<file path="src/design/acc_pkg.sv">
// Constants, types and helpers shared by the converter control block.
// Assumes a 125 MHz aclk and a 32-bit AXI4-Lite register bus.
// Contract
// - Compare trigger sets the busy flag by hardware
// - Compare trigger also zeroes the timer counter
// - Channel codes 0 to 13 select pins
// - Codes 14 to 28 connect no channel
// - Codes 29-31: temperature, DAC, fixed reference
// - Writing one starts; cleared automatically at completion
// - Busy flag zero means idle or finished
// - Enable bit powers converter; off stops everything
// - Right justify zeroes six top high bits
// - Left justify zeroes six low bits
// - Clock select codes pick divider or RC
// - Negative reference: ground or external pin
// - Positive reference: supply, pin, fixed; 01 reserved
// - Left format: high holds 9-2, low 1-0
// - Unimplemented control bits read zero, ignore writes
// - Completion clears busy, sets done, loads results
// - Software abort loads partial, fills with last bit
// - Full conversion takes 11.5 bit periods
package acc_pkg;

    // Register byte offsets
    localparam logic [7:0] OFF_CTRL0  = 8'h00;
    localparam logic [7:0] OFF_CFG1   = 8'h04;
    localparam logic [7:0] OFF_RES_HI = 8'h08;
    localparam logic [7:0] OFF_RES_LO = 8'h0C;
    localparam logic [7:0] OFF_STATUS = 8'h10;

    // Field positions
    localparam int ON_BIT   = 0;
    localparam int GO_BIT   = 1;
    localparam int CHS_LSB  = 2;
    localparam int CHS_W    = 5;
    localparam int PREF_LSB = 0;
    localparam int NREF_BIT = 2;
    localparam int CS_LSB   = 4;
    localparam int JUST_BIT = 7;
    localparam int DONE_BIT = 0;

    // Reset values
    localparam logic [7:0] CTRL0_RESET = 8'h00;
    localparam logic [7:0] CFG1_RESET  = 8'h00;
    localparam logic [7:0] RES_RESET   = 8'h00;

    // Channel codes
    localparam logic [4:0] CH_LAST_PIN = 5'h0D;
    localparam logic [4:0] CH_TEMP     = 5'h1D;
    localparam logic [4:0] CH_DAC      = 5'h1E;
    localparam logic [4:0] CH_FIXED    = 5'h1F;

    // Positive reference codes and one-hot outputs
    localparam logic [1:0] PREF_SUPPLY = 2'h0;
    localparam logic [1:0] PREF_PIN    = 2'h2;
    localparam logic [1:0] PREF_FIXED  = 2'h3;
    localparam logic [2:0] POS_SUPPLY  = 3'h1;
    localparam logic [2:0] POS_PIN     = 3'h2;
    localparam logic [2:0] POS_FIXED   = 3'h4;

    // Conversion timing in half bit periods: 11.5 periods is 23 halves
    localparam int         HALF_TADS   = 23;
    localparam logic [4:0] SAMPLE_LAST = 5'h02;
    localparam logic [4:0] CONV_LAST   = 5'(HALF_TADS - 1);
    localparam logic [3:0] TOP_BIT     = 4'h9;
    localparam logic [9:0] FIRST_TRIAL = 10'h200;

    // Bus responses
    localparam logic [1:0] RESP_OKAY   = 2'h0;
    localparam logic [1:0] RESP_SLVERR = 2'h2;

    typedef enum logic [2:0] {
        ST_IDLE    = 3'b001,
        ST_SAMPLE  = 3'b010,
        ST_CONVERT = 3'b100
    } acc_state_t;

    function automatic logic is_mapped(input logic [7:0] a);
        return (a == OFF_CTRL0) || (a == OFF_CFG1) || (a == OFF_RES_HI) ||
               (a == OFF_RES_LO) || (a == OFF_STATUS);
    endfunction

    // Half bit period length minus one, in aclk cycles
    function automatic logic [4:0] half_limit(input logic [2:0] sel);
        case (sel)
            3'h0:    return 5'h00;
            3'h4:    return 5'h01;
            3'h1:    return 5'h03;
            3'h5:    return 5'h07;
            3'h2:    return 5'h0F;
            default: return 5'h1F;
        endcase
    endfunction

    // Bits at and below idx take the value b
    function automatic logic [9:0] fill_low(input logic [9:0] w,
                                            input logic [3:0] idx,
                                            input logic       b);
        logic [9:0] r;
        r = w;
        for (int i = 0; i < 10; i++) begin
            if (i <= int'(idx)) begin
                r[i] = b;
            end
        end
        return r;
    endfunction

    // Returns {high byte, low byte}
    function automatic logic [15:0] fmt(input logic [9:0] v,
                                        input logic       rj);
        if (rj) begin
            return {6'h00, v};
        end
        return {v, 6'h00};
    endfunction

endpackage

</file>
<file path="src/design/acc_conv_ctrl.sv">
// Converter control top: AXI4-Lite registers, start/abort sequencing,
// successive approximation register and result formatting.
// Assumes the analog core samples while sample_hold is high and returns
// the comparator decision for trial_word on cmp_high.
`timescale 1ns/1ps
module acc_conv_ctrl (
    // Clock and reset
    input  wire logic        aclk,
    input  wire logic        aresetn,
    // AXI4-Lite write
    input  wire logic [7:0]  s_axi_awaddr,
    input  wire logic        s_axi_awvalid,
    output logic             s_axi_awready,
    input  wire logic [31:0] s_axi_wdata,
    input  wire logic [3:0]  s_axi_wstrb,
    input  wire logic        s_axi_wvalid,
    output logic             s_axi_wready,
    output logic [1:0]       s_axi_bresp,
    output logic             s_axi_bvalid,
    input  wire logic        s_axi_bready,
    // AXI4-Lite read
    input  wire logic [7:0]  s_axi_araddr,
    input  wire logic        s_axi_arvalid,
    output logic             s_axi_arready,
    output logic [31:0]      s_axi_rdata,
    output logic [1:0]       s_axi_rresp,
    output logic             s_axi_rvalid,
    input  wire logic        s_axi_rready,
    // Compare unit and timer
    input  wire logic        special_event_trigger,
    output logic             timer_one_reset,
    // Analog core
    input  wire logic        cmp_high,
    input  wire logic        rc_half_tick,
    output logic             conv_enable,
    output logic             sample_hold,
    output logic [9:0]       trial_word,
    output logic [4:0]       chan_code,
    output logic             chan_connect,
    output logic [2:0]       ref_pos_onehot,
    output logic             ref_neg_pin,
    output logic             done_flag
);
    acc_pkg::acc_state_t st_reg;
    logic       go_reg;
    logic [4:0] chs_reg;
    logic       just_reg;
    logic [2:0] cs_reg;
    logic       nref_reg;
    logic [1:0] pref_reg;
    logic [7:0] res_hi_reg;
    logic [7:0] res_lo_reg;
    logic       cur_just_reg;
    logic [2:0] cur_cs_reg;
    logic [3:0] idx_reg;
    logic       last_bit_reg;
    logic [4:0] halves_reg;
    logic       aw_have_reg;
    logic       w_have_reg;
    logic [7:0] aw_addr_reg;
    logic [7:0] w_data_reg;
    logic       w_lane0_reg;
    logic       half_tick;
    logic       wr_fire;
    logic       wr_ctrl0;
    logic       trig_go;
    logic       start;
    logic       turn_off;
    logic       abort;
    logic       decide;
    logic       finish;
    logic [4:0] ch_now;
    logic [7:0] rd_byte;

    acc_tad_gen u_tad (
        .aclk         (aclk),
        .aresetn      (aresetn),
        .run          (st_reg != acc_pkg::ST_IDLE),
        .sel          (cur_cs_reg),
        .rc_half_tick (rc_half_tick),
        .half_tick    (half_tick)
    );

    // Write completes once both address and data are held and byte lane 0 was strobed
    assign wr_fire  = aw_have_reg && w_have_reg && !s_axi_bvalid &&
                      w_lane0_reg;
    assign wr_ctrl0 = wr_fire && (aw_addr_reg == acc_pkg::OFF_CTRL0);
    assign trig_go  = special_event_trigger && conv_enable;
    assign start    = (st_reg == acc_pkg::ST_IDLE) &&
                      (trig_go || (wr_ctrl0 &&
                       w_data_reg[acc_pkg::GO_BIT] &&
                       w_data_reg[acc_pkg::ON_BIT]));
    assign turn_off = wr_ctrl0 && !w_data_reg[acc_pkg::ON_BIT];
    // A trigger in the same cycle wins over a software clear
    assign abort    = wr_ctrl0 && !w_data_reg[acc_pkg::GO_BIT] &&
                      (st_reg != acc_pkg::ST_IDLE) && !trig_go;
    assign decide   = (st_reg == acc_pkg::ST_CONVERT) && half_tick &&
                      !halves_reg[0];
    // Only a write that stops or aborts may suppress the final load
    assign finish   = decide && (idx_reg == 4'h0) && !turn_off && !abort;
    assign ch_now   = wr_ctrl0 ?
                      w_data_reg[acc_pkg::CHS_LSB +: acc_pkg::CHS_W] :
                      chs_reg;

    // Write channel
    always_ff @(posedge aclk) begin
        if (!aresetn) begin
            s_axi_awready <= 1'b0;
            s_axi_wready  <= 1'b0;
            s_axi_bvalid  <= 1'b0;
            s_axi_bresp   <= acc_pkg::RESP_OKAY;
            aw_have_reg   <= 1'b0;
            w_have_reg    <= 1'b0;
            aw_addr_reg   <= 8'h00;
            w_data_reg    <= 8'h00;
            w_lane0_reg   <= 1'b0;
        end else begin
            if (s_axi_awvalid && s_axi_awready) begin
                aw_have_reg   <= 1'b1;
                aw_addr_reg   <= s_axi_awaddr;
                s_axi_awready <= 1'b0;
            end else if (!aw_have_reg && !s_axi_bvalid) begin
                s_axi_awready <= 1'b1;
            end
            if (s_axi_wvalid && s_axi_wready) begin
                w_have_reg   <= 1'b1;
                w_data_reg   <= s_axi_wdata[7:0];
                w_lane0_reg  <= s_axi_wstrb[0];
                s_axi_wready <= 1'b0;
            end else if (!w_have_reg && !s_axi_bvalid) begin
                s_axi_wready <= 1'b1;
            end
            if (aw_have_reg && w_have_reg && !s_axi_bvalid) begin
                aw_have_reg  <= 1'b0;
                w_have_reg   <= 1'b0;
                s_axi_bvalid <= 1'b1;
                s_axi_bresp  <= acc_pkg::is_mapped(aw_addr_reg) ?
                                acc_pkg::RESP_OKAY : acc_pkg::RESP_SLVERR;
            end else if (s_axi_bvalid && s_axi_bready) begin
                s_axi_bvalid <= 1'b0;
            end
        end
    end

    // Read mux; bit 7 of control zero and bit 3 of config read as zero
    always_comb begin
        if (s_axi_araddr == acc_pkg::OFF_CTRL0) begin
            rd_byte = {1'b0, chs_reg, go_reg, conv_enable};
        end else if (s_axi_araddr == acc_pkg::OFF_CFG1) begin
            rd_byte = {just_reg, cs_reg, 1'b0, nref_reg, pref_reg};
        end else if (s_axi_araddr == acc_pkg::OFF_RES_HI) begin
            rd_byte = res_hi_reg;
        end else if (s_axi_araddr == acc_pkg::OFF_RES_LO) begin
            rd_byte = res_lo_reg;
        end else if (s_axi_araddr == acc_pkg::OFF_STATUS) begin
            rd_byte = {7'h00, done_flag};
        end else begin
            rd_byte = 8'h00;
        end
    end

    // Read channel
    always_ff @(posedge aclk) begin
        if (!aresetn) begin
            s_axi_arready <= 1'b0;
            s_axi_rvalid  <= 1'b0;
            s_axi_rdata   <= 32'h00000000;
            s_axi_rresp   <= acc_pkg::RESP_OKAY;
        end else if (s_axi_arvalid && s_axi_arready) begin
            s_axi_arready <= 1'b0;
            s_axi_rvalid  <= 1'b1;
            s_axi_rdata   <= {24'h000000, rd_byte};
            s_axi_rresp   <= acc_pkg::is_mapped(s_axi_araddr) ?
                             acc_pkg::RESP_OKAY : acc_pkg::RESP_SLVERR;
        end else if (s_axi_rvalid && s_axi_rready) begin
            s_axi_rvalid <= 1'b0;
        end else if (!s_axi_rvalid) begin
            s_axi_arready <= 1'b1;
        end
    end

    // Software configuration
    always_ff @(posedge aclk) begin
        if (!aresetn) begin
            conv_enable <= acc_pkg::CTRL0_RESET[acc_pkg::ON_BIT];
            chs_reg     <= acc_pkg::CTRL0_RESET[acc_pkg::CHS_LSB +: 5];
            just_reg    <= acc_pkg::CFG1_RESET[acc_pkg::JUST_BIT];
            cs_reg      <= acc_pkg::CFG1_RESET[acc_pkg::CS_LSB +: 3];
            nref_reg    <= acc_pkg::CFG1_RESET[acc_pkg::NREF_BIT];
            pref_reg    <= acc_pkg::CFG1_RESET[acc_pkg::PREF_LSB +: 2];
        end else begin
            if (wr_ctrl0) begin
                conv_enable <= w_data_reg[acc_pkg::ON_BIT];
                chs_reg     <= w_data_reg[acc_pkg::CHS_LSB +: 5];
            end
            if (wr_fire && aw_addr_reg == acc_pkg::OFF_CFG1) begin
                just_reg <= w_data_reg[acc_pkg::JUST_BIT];
                cs_reg   <= w_data_reg[acc_pkg::CS_LSB +: 3];
                nref_reg <= w_data_reg[acc_pkg::NREF_BIT];
                pref_reg <= w_data_reg[acc_pkg::PREF_LSB +: 2];
            end
        end
    end

    // Analog selections follow software while idle so acquisition can
    // settle before the start, and freeze while converting
    always_ff @(posedge aclk) begin
        if (!aresetn) begin
            chan_code      <= 5'h00;
            chan_connect   <= 1'b0;
            ref_pos_onehot <= acc_pkg::POS_SUPPLY;
            ref_neg_pin    <= 1'b0;
        end else if (st_reg == acc_pkg::ST_IDLE) begin
            chan_code    <= ch_now;
            chan_connect <= (ch_now <= acc_pkg::CH_LAST_PIN) ||
                            (ch_now >= acc_pkg::CH_TEMP);
            ref_neg_pin  <= nref_reg;
            // Reserved code falls back to the supply, the safe choice
            if (pref_reg == acc_pkg::PREF_PIN) begin
                ref_pos_onehot <= acc_pkg::POS_PIN;
            end else if (pref_reg == acc_pkg::PREF_FIXED) begin
                ref_pos_onehot <= acc_pkg::POS_FIXED;
            end else begin
                ref_pos_onehot <= acc_pkg::POS_SUPPLY;
            end
        end
    end

    // Sequencer and successive approximation register
    always_ff @(posedge aclk) begin
        if (!aresetn) begin
            st_reg       <= acc_pkg::ST_IDLE;
            go_reg       <= 1'b0;
            sample_hold  <= 1'b0;
            halves_reg   <= 5'h00;
            idx_reg      <= 4'h0;
            trial_word   <= 10'h000;
            last_bit_reg <= 1'b0;
            cur_just_reg <= 1'b0;
            cur_cs_reg   <= 3'h0;
        end else if (turn_off || abort) begin
            st_reg      <= acc_pkg::ST_IDLE;
            go_reg      <= 1'b0;
            sample_hold <= 1'b0;
        end else if (start) begin
            st_reg       <= acc_pkg::ST_SAMPLE;
            go_reg       <= 1'b1;
            sample_hold  <= 1'b1;
            halves_reg   <= 5'h00;
            idx_reg      <= acc_pkg::TOP_BIT;
            trial_word   <= acc_pkg::FIRST_TRIAL;
            last_bit_reg <= 1'b0;
            cur_just_reg <= just_reg;
            cur_cs_reg   <= cs_reg;
        end else if (half_tick) begin
            halves_reg <= halves_reg + 5'h01;
            case (st_reg)
                acc_pkg::ST_SAMPLE: begin
                    if (halves_reg == acc_pkg::SAMPLE_LAST) begin
                        st_reg      <= acc_pkg::ST_CONVERT;
                        sample_hold <= 1'b0;
                    end
                end
                acc_pkg::ST_CONVERT: begin
                    if (!halves_reg[0]) begin
                        trial_word[idx_reg] <= cmp_high;
                        last_bit_reg        <= cmp_high;
                        if (idx_reg == 4'h0) begin
                            st_reg <= acc_pkg::ST_IDLE;
                            go_reg <= 1'b0;
                        end else begin
                            trial_word[idx_reg - 4'h1] <= 1'b1;
                            idx_reg <= idx_reg - 4'h1;
                        end
                    end
                end
                default: begin
                end
            endcase
        end
    end

    // Results: hardware loads win over software writes
    always_ff @(posedge aclk) begin
        if (!aresetn) begin
            res_hi_reg <= acc_pkg::RES_RESET;
            res_lo_reg <= acc_pkg::RES_RESET;
        end else if (finish) begin
            {res_hi_reg, res_lo_reg} <= acc_pkg::fmt(
                acc_pkg::fill_low(trial_word, 4'h0, cmp_high),
                cur_just_reg);
        end else if (abort && !turn_off) begin
            {res_hi_reg, res_lo_reg} <= acc_pkg::fmt(
                acc_pkg::fill_low(trial_word, idx_reg, last_bit_reg),
                cur_just_reg);
        end else if (wr_fire) begin
            if (aw_addr_reg == acc_pkg::OFF_RES_HI) begin
                res_hi_reg <= w_data_reg;
            end
            if (aw_addr_reg == acc_pkg::OFF_RES_LO) begin
                res_lo_reg <= w_data_reg;
            end
        end
    end

    // Done flag: a completion in the clearing cycle still sets it
    always_ff @(posedge aclk) begin
        if (!aresetn) begin
            done_flag       <= 1'b0;
            timer_one_reset <= 1'b0;
        end else begin
            done_flag <= finish || (done_flag && !(wr_fire &&
                         aw_addr_reg == acc_pkg::OFF_STATUS &&
                         w_data_reg[acc_pkg::DONE_BIT]));
            timer_one_reset <= special_event_trigger;
        end
    end
endmodule // acc_conv_ctrl

</file>
<file path="src/design/acc_tad_gen.sv">
// Half bit period enable generator for the converter sequencer.
// Assumes rc_half_tick is a one-cycle pulse synchronous to aclk.
`timescale 1ns/1ps
module acc_tad_gen (
    // Clock and reset
    input  wire logic       aclk,
    input  wire logic       aresetn,
    // Control
    input  wire logic       run,
    input  wire logic [2:0] sel,
    input  wire logic       rc_half_tick,
    // Enable out
    output logic            half_tick
);
    logic [4:0] cnt_reg;

    always_ff @(posedge aclk) begin
        if (!aresetn || !run) begin
            cnt_reg   <= 5'h00;
            half_tick <= 1'b0;
        end else if (sel[1:0] == 2'h3) begin
            half_tick <= rc_half_tick;
        end else if (cnt_reg == acc_pkg::half_limit(sel)) begin
            cnt_reg   <= 5'h00;
            half_tick <= 1'b1;
        end else begin
            cnt_reg   <= cnt_reg + 5'h01;
            half_tick <= 1'b0;
        end
    end
endmodule // acc_tad_gen

</file>
<file path="config.mk">
export PLATFORM = sky130hd
export DESIGN_NAME = acc_conv_ctrl
export DESIGN_NICKNAME = d
export VERILOG_FILES = /design/src/design/acc_pkg.sv /design/src/design/acc_conv_ctrl.sv /design/src/design/acc_tad_gen.sv
export SDC_FILE = /design/constraint.sdc
export NUM_CORES = 1
export LEC_CHECK = 0
export BUFFER_PORTS_ARGS = -buffer_cell sky130_fd_sc_hd__buf_2
export CAP_MARGIN = 15
export CORE_AREA = 2 2 127 129
export CTS_BUF_LIST = sky130_fd_sc_hd__clkbuf_8
export CTS_CLUSTER_SIZE = 24
export DETAILED_ROUTE_END_ITERATION = 6
export DIE_AREA = 0 0 129 131
export SYNTH_ARGS = -nofsm -noshare
export SYNTH_HDL_FRONTEND = slang
export SYNTH_SLANG_ARGS = --single-unit
</file>
<file path="constraint.sdc">
create_clock -name aclk -period 2.5 [get_ports aclk]
set_input_delay 0.625 -clock aclk [delete_from_list [all_inputs] [get_ports aclk]]
set_output_delay 0.625 -clock aclk [all_outputs]
set_load 0.1 [all_outputs]
</file>
After elaboration in Yosys (flattened, before gate mapping)

Cells that the tools add are included.

Flip-flop bits (word level): 112
Latch bits: 0
Memory bits (writable): 0
Memory bits (read-only): 0
Input bits: 62
Output and inout port bits: 65
Logic and storage cells: 263
Memories kept: 0

Add/sub/neg operators: 3
Multiply operators: 0
Div/mod/pow operators: 0
Order comparisons: 15
Equality and inequality tests: 29
Shift operators: 0
Mux-type cells: 83
Bitwise logic cells: 5
Reduce and logical (&&, ||, !) cells: 89

Operators by type and width:

| operator                                            | count |
|---|---|
| 2-to-1 mux 8 bit                                    | 12 |
| 2-to-1 mux 16 bit                                   | 4 |
| 2-to-1 mux 10 bit                                   | 5 |
| 2-to-1 mux 1 bit                                    | 37 |
| == test 8 x 4 -> 1 bit (second input constant)      | 4 |
| logical AND 1 bit                                   | 31 |
| 2-to-1 mux 5 bit                                    | 6 |
| one-hot mux 5 bit (5 select lines)                  | 1 |
| 2-to-1 mux 4 bit                                    | 5 |
| == test 8 x 3 -> 1 bit (second input constant)      | 2 |
| == test 8 x 5 -> 1 bit (second input constant)      | 2 |
| <= comparator 3 x 4 -> 1 bit (first input constant) | 4 |
| logical NOT 8 bit                                   | 2 |
| nonzero test 2 bit                                  | 8 |
| 2-to-1 mux 3 bit                                    | 5 |
| AND reduction 5 bit                                 | 3 |
| logical OR 1 bit                                    | 13 |
| logical NOT 1 bit                                   | 12 |
| nonzero test 3 bit                                  | 4 |
| adder 5 x 1 -> 5 bit (second input constant)        | 2 |
| bitwise mux 10 bit                                  | 1 |
| < comparator 4 x 5 -> 1 bit (second input constant) | 2 |
| bitwise OR 10 bit                                   | 1 |
| AND reduction 2 bit                                 | 5 |
| other kinds (28)                                    | 53 |

Longest topological paths before layout

Depth after elaboration: 14
Depth in mapped cells: 10
Gate-level depth less buffers: 7

Cells and area by module

Synthesis repeated with hierarchy kept, for this count alone.

Cells, all modules: 740
Area, all modules: 5,958.2 µm²

By module, submodules not included:

| module        | times used | cells an instance | area an instance (µm²) | seq. area each (µm²) |
|---|---|---|---|---|
| acc_conv_ctrl | 1          | 702               | 5,607.9                | 2,082.0 |
| acc_tad_gen   | 1          | 38                | 350.3                  | 120.1 |

Least setup slack after synthesis

No wires, ideal clock.

Kind: flip-flop to flip-flop
Start: register conv_enable
End: register res_lo_reg[3]
Setup time: 0.088 ns
Data arrival time: 2.637 ns
Required time: 2.412 ns
Path slack: -0.225 ns
Cell stages (with the launch flop): 7
Buffers on the path: 1
Period minus slack after synthesis: 2.725 ns
Path through: dfxtp_1 a21oi_1 a21o_1 a21oi_1 clkbuf_1 nand3_1 a311oi_2

Longest elaborated chain between the ends: 7
Elaborated cells on any way between the ends: 11
Those cells by class: 2 x mux; 9 x reduce/logical

RTL lines:

| what                          | line                 | RTL |
|---|---|---|
| start: declaration            | acc_conv_ctrl.sv:35  | `output logic conv_enable,` |
| start signal: assignment      | acc_conv_ctrl.sv:185 | `conv_enable <= acc_pkg::CTRL0_RESET[acc_pkg::ON_BIT];` |
| start signal: assignment      | acc_conv_ctrl.sv:193 | `conv_enable <= w_data_reg[acc_pkg::ON_BIT];` |
| logical AND 1 bit *           | acc_conv_ctrl.sv:88  | `assign trig_go = special_event_trigger && conv_enable;` |
| logical NOT 1 bit *           | acc_conv_ctrl.sv:96  | `(st_reg != acc_pkg::ST_IDLE) && !trig_go;` |
| logical AND 1 bit *           | acc_conv_ctrl.sv:96  |  |
| logical NOT 1 bit             | acc_conv_ctrl.sv:100 | `assign finish = decide && (idx_reg == 4'h0) && !turn_off && !abort;` |
| logical AND 1 bit             | acc_conv_ctrl.sv:100 |  |
| nonzero test 3 bit (no line)  | n/a                  |  |
| AND reduction 2 bit (no line) | n/a                  |  |
| end signal: assignment        | acc_conv_ctrl.sv:287 | `res_lo_reg <= acc_pkg::RES_RESET;` |
| end signal: assignment        | acc_conv_ctrl.sv:289 | `{res_hi_reg, res_lo_reg} <= acc_pkg::fmt(` |
| end signal: assignment        | acc_conv_ctrl.sv:293 | `{res_hi_reg, res_lo_reg} <= acc_pkg::fmt(` |
| end: declaration              | acc_conv_ctrl.sv:52  | `logic [7:0] res_lo_reg;` |

Every way passes the cells marked *; elsewhere a longest branch is shown, timed or not.
A chain may end at the register's enable or synchronous reset.

Final worst setup path

Start: register aw_addr_reg[5]
End: register res_lo_reg[1]

Longest elaborated chain between the ends: 9
Elaborated cells on any way between the ends: 17
Those cells by class: 1 x eq/ne; 2 x mux; 14 x reduce/logical

RTL lines:

| what                            | line                 | RTL |
|---|---|---|
| start: declaration              | acc_conv_ctrl.sv:60  | `logic [7:0] aw_addr_reg;` |
| start signal: assignment        | acc_conv_ctrl.sv:120 | `aw_addr_reg <= s_axi_awaddr;` |
| logical NOT 8 bit               | acc_conv_ctrl.sv:87  | `assign wr_ctrl0 = wr_fire && (aw_addr_reg == acc_pkg::OFF_CTRL0);` |
| logical AND 1 bit               | acc_conv_ctrl.sv:87  |  |
| logical AND 1 bit (2 in series) | acc_conv_ctrl.sv:95  | `assign abort = wr_ctrl0 && !w_data_reg[acc_pkg::GO_BIT] &&` |
| logical AND 1 bit               | acc_conv_ctrl.sv:96  |  |
| logical NOT 1 bit               | acc_conv_ctrl.sv:100 |  |
| logical AND 1 bit               | acc_conv_ctrl.sv:100 |  |
| nonzero test 3 bit (no line)    | n/a                  |  |
| AND reduction 2 bit (no line)   | n/a                  |  |

Parallel ways exist; a longest one is shown, timed or not.

==> impl_metrics.prom <==
# TYPE chip_impl_metric gauge
chip_impl_metric{name="worst_skew_pair.late_latency",unit="ns"} 0.40
chip_impl_metric{name="drtAntennaViolNets",unit=""} 0
chip_impl_metric{name="largest_net_degree_at_the_start_of_global_routing",unit=""} 42
chip_impl_metric{name="wirelength",unit="microns"} 17600
chip_impl_metric{name="critPathArrivalTime",unit="ns"} 2.69
chip_impl_metric{name="die_area",unit="sq um"} 16900
chip_impl_metric{name="dr.first_iter.drc_count",unit=""} 368
chip_impl_metric{name="drt_first_pass_iters",unit=""} 5
chip_impl_metric{name="worst-slew-pin-transition",unit="ns"} 0.715
chip_impl_metric{name="cts-htree-levels",unit=""} 3
chip_impl_info{name="cp_common_cell",value="or4_4"} 1
chip_impl_metric{name="post_synth_instance_area",unit="sq um"} 6060
chip_impl_metric{name="cts_num_sinks",unit=""} 110
chip_impl_metric{name="critPathRequiredTime",unit="ns"} 2.81
chip_impl_metric{name="finalWorstPathRequiredPeriod",unit="ns"} 2.38
chip_impl_metric{name="dr_total_vias",unit=""} 5736
chip_impl_metric{name="totalNegativeSetupSlack",unit="ns"} 0
chip_impl_metric{name="max-vdd-ir-drop",unit="mV"} 0.273
chip_impl_metric{name="max_cap_viol",unit=""} 0
chip_impl_metric{name="cts_max_path_buffers",unit=""} 2
chip_impl_info{name="worstPathCellList",value="or4_4, or4_4, o21ai_2, buf_12, nand2_1, a311oi_1"} 1
chip_impl_metric{name="initial_util",unit="%"} 38.9
chip_impl_metric{name="grt_pass1_wl",unit="microns"} 28000
chip_impl_metric{name="slew_headroom",unit="%"} 51.7
chip_impl_metric{name="synth_enable_flop_cells",unit=""} 0
chip_impl_metric{name="ioPinCount",unit=""} 127
chip_impl_metric{name="clk_pin_slew",unit="ns"} 0.10
chip_impl_metric{name="syn_area_per_cell",unit="sq um"} 8.02
chip_impl_info{name="setup.worst_path.class",value="flop to flop"} 1
chip_impl_info{name="largest-register",value="trial_word"} 1
chip_impl_metric{name="placementRows",unit=""} 46
chip_impl_info{name="cts_root_buf",value="clkbuf_8"} 1
chip_impl_metric{name="fp.dieH",unit="microns"} 131
chip_impl_info{name="final_cell_mix",value="nand2_1 (108), dfxtp_1 (108), buf_2 (73)"} 1
chip_impl_info{name="cts_tree",value="yes"} 1
chip_impl_info{name="startpoint_kind_of_the_worst_setup_timing_path",value="flop"} 1
chip_impl_metric{name="seq_area_frac_synth",unit="%"} 36.3
chip_impl_metric{name="finClkSkew",unit="ns"} 0.0185
chip_impl_info{name="critical_path.endpoint_type",value="flop"} 1
chip_impl_metric{name="critical_path_peak_fanout",unit=""} 20
chip_impl_metric{name="max_reg_flops",unit=""} 10
chip_impl_metric{name="number_of_buffers_created_by_cts",unit=""} 9
chip_impl_metric{name="timing.final.setup_violations",unit=""} 0
chip_impl_metric{name="powerDensity",unit="nW/um^2"} 475
chip_impl_metric{name="cts_hold_repair.buffers",unit=""} 0
chip_impl_metric{name="num-nets-final",unit=""} 902
chip_impl_metric{name="finalMaxSlewViolations",unit=""} 0
chip_impl_metric{name="die_w",unit="microns"} 129
chip_impl_metric{name="synthCells",unit=""} 756
chip_impl_metric{name="maxClockFrequency",unit="MHz"} 420
chip_impl_metric{name="synthArstFlopShare",unit="%"} 0
chip_impl_metric{name="drive_above_1_share",unit="%"} 21.4
chip_impl_info{name="synth-main-ff-cell",value="dfxtp_1"} 1
chip_impl_metric{name="synth_warnings",unit=""} 0
chip_impl_metric{name="power.static_leakage",unit="nW"} 2.68
chip_impl_metric{name="drc",unit=""} 0
chip_impl_metric{name="fin_util",unit="%"} 45.0
chip_impl_metric{name="fill_cells",unit=""} 1609
chip_impl_metric{name="critical_path.max_stage_delay",unit="ns"} 0.61
chip_impl_metric{name="min_period_over_period",unit="%"} 95.3
chip_impl_metric{name="routed_via_density",unit=""} 5.45
chip_impl_metric{name="global_route.overflow_total",unit=""} 0
chip_impl_metric{name="place.detailed.hpwl",unit="microns"} 12900
chip_impl_metric{name="antenna_violations_before_repair",unit=""} 0
chip_impl_metric{name="synthDistinctLibCells",unit=""} 75
chip_impl_metric{name="area_delta_synth_final",unit="%"} 15.7
chip_impl_info{name="worst_hold_path_class",value="input pin to flop"} 1
chip_impl_metric{name="routed_wire_length_per_instance",unit="microns"} 16.8
chip_impl_metric{name="gp_routability_congestion",unit=""} 0.928
chip_impl_info{name="critical_path.slowest_cell",value="or4_4"} 1
chip_impl_metric{name="global_route.usage.total",unit="%"} 21.1
chip_impl_metric{name="post-cts-setup-buffers",unit=""} 0
chip_impl_metric{name="io_buffer_count",unit=""} 73
chip_impl_metric{name="antennaDiodeCount",unit=""} 0
chip_impl_metric{name="synth.ff_latch_count",unit=""} 110
chip_impl_metric{name="core_area",unit="sq um"} 15600
chip_impl_metric{name="hold_violations",unit=""} 0
chip_impl_info{name="status",value="complete, no violations"} 1
chip_impl_metric{name="first_global_vias",unit=""} 5214
==> layout make-up <==
type | count | area (sq um) | area share, %
sequential | 110 | 2200 | 31.4
inverter | 14 | 52.6 | 0.749
multi-input combinational | 572 | 3520 | 50.1
timing repair buffer | 125 | 806 | 11.5
clock buffer | 9 | 124 | 1.77
clock inverter | 6 | 40.0 | 0.571
tap | 216 | 270 | 3.85
==> critical path: cells and delay by family (launching register included) <==
| family | cells | cell delay, ns |
|---|---|---|
| flops | 1 | 0.33 |
| compound gates | 2 | 0.46 |
| simple gates | 3 | 1.33 |
| buf+inv | 1 | 0.17 |
==> per-layer routing <==
| metal | up-vias | GRT usage (%) | share of wire [%] |
|---|---|---|---|
| met1 | 2663 | 29.0 | 46 |
| met5 | - | 0 | 0 |
| li1 | 2882 | - | - |
| met3 | 24 | 4.97 | 6.2 |
| met2 | 167 | 33.7 | 46 |
| met4 | 0 | 5.43 | 1.7 |
==> cell usage after synthesis, types with 3 or more instances <==
| library cell | number | area [sq um] |
|---|---|---|
| a211o_1 | 5 | 43.8 |
| a211oi_1 | 11 | 82.6 |
| a21boi_0 | 4 | 30.0 |
| a21o_1 | 8 | 60.1 |
| a21oi_1 | 46 | 230 |
| a221oi_1 | 6 | 52.6 |
| a22oi_1 | 7 | 52.6 |
| a311oi_1 | 11 | 96.3 |
| a31oi_1 | 14 | 87.6 |
| and2_1 | 5 | 31.3 |
| and3_1 | 4 | 25.0 |
| buf_1 | 5 | 18.8 |
| buf_2 | 6 | 30.0 |
| buf_4 | 26 | 195 |
| clkbuf_1 | 47 | 176 |
| dfxtp_1 | 110 | 2200 |
| ha_1 | 8 | 100 |
| inv_1 | 11 | 41.3 |
| mux2_2 | 11 | 124 |
| mux2i_1 | 25 | 250 |
| nand2_1 | 108 | 405 |
| nand3_1 | 32 | 160 |
| nand4_1 | 19 | 119 |
| nor2_1 | 63 | 236 |
| nor2b_1 | 7 | 43.8 |
| nor3_1 | 15 | 75.1 |
| nor4_1 | 5 | 31.3 |
| nor4b_1 | 4 | 35.0 |
| o211ai_1 | 17 | 128 |
| o21ai_0 | 22 | 110 |
| o22ai_1 | 11 | 68.8 |
| o311ai_0 | 3 | 26.3 |
| o31ai_1 | 6 | 45.0 |
| o32ai_1 | 3 | 26.3 |
| or3_1 | 8 | 50.1 |
| or4_1 | 8 | 60.1 |
| xor2_1 | 5 | 43.8 |
==> stage by stage <==
stage               hold slack (ns)  instances  power [mW]  cell area [sq um]  setup slack [ns]
floorplan                     0.436        781        2.30               6160            0.0204
global route                  0.434       1052        3.48               7010         -0.000833
detailed placement            0.443       1037        2.38               6820           0.00921
global placement              0.438       1037        2.38               6820            0.0471
CTS                           0.437       1052        3.36               6980            0.0368
finish                        0.453       1052        3.33               7010             0.117
==> where the power goes <==
group          leakage [nW]  switching, mW  internal (mW)
clock                0.0731          0.636          0.353
combinational          1.71          0.427         0.0997
sequential            0.891         0.0308           1.78
==> final timing paths <==
kind | cells past startpoint | slack [ns] | to | startpoint
setup / recovery | 6 | 0.12 | res_lo_reg[1] | aw_addr_reg[5]
hold / removal | 3 | 0.45 | w_data_reg[5] | s_axi_wdata[5]
setup reg to reg | 6 | 0.12 | res_lo_reg[1] | aw_addr_reg[5]
hold reg to reg | 2 | 0.46 | s_axi_rdata[3] | s_axi_rdata[3]
==> kinds of logic after synthesis <==
kind of cell | share of synthesized area (%)
xor+xnor | 0.867
mux | 6.54
compound gates | 22.4
simple gates | 24.1
buf+inv | 7.99
flops | 36.3
fa+ha+maj | 1.65
other cells | 0.0619
==> what timing repair did <==
action / in CTS / in global routing
endpoints found under the hold margin: 0 / 0
setup endpoints to repair: 4 / 17
resized for setup: 1 / 6
No activity file was read; power rests on OpenSTA's default activity.
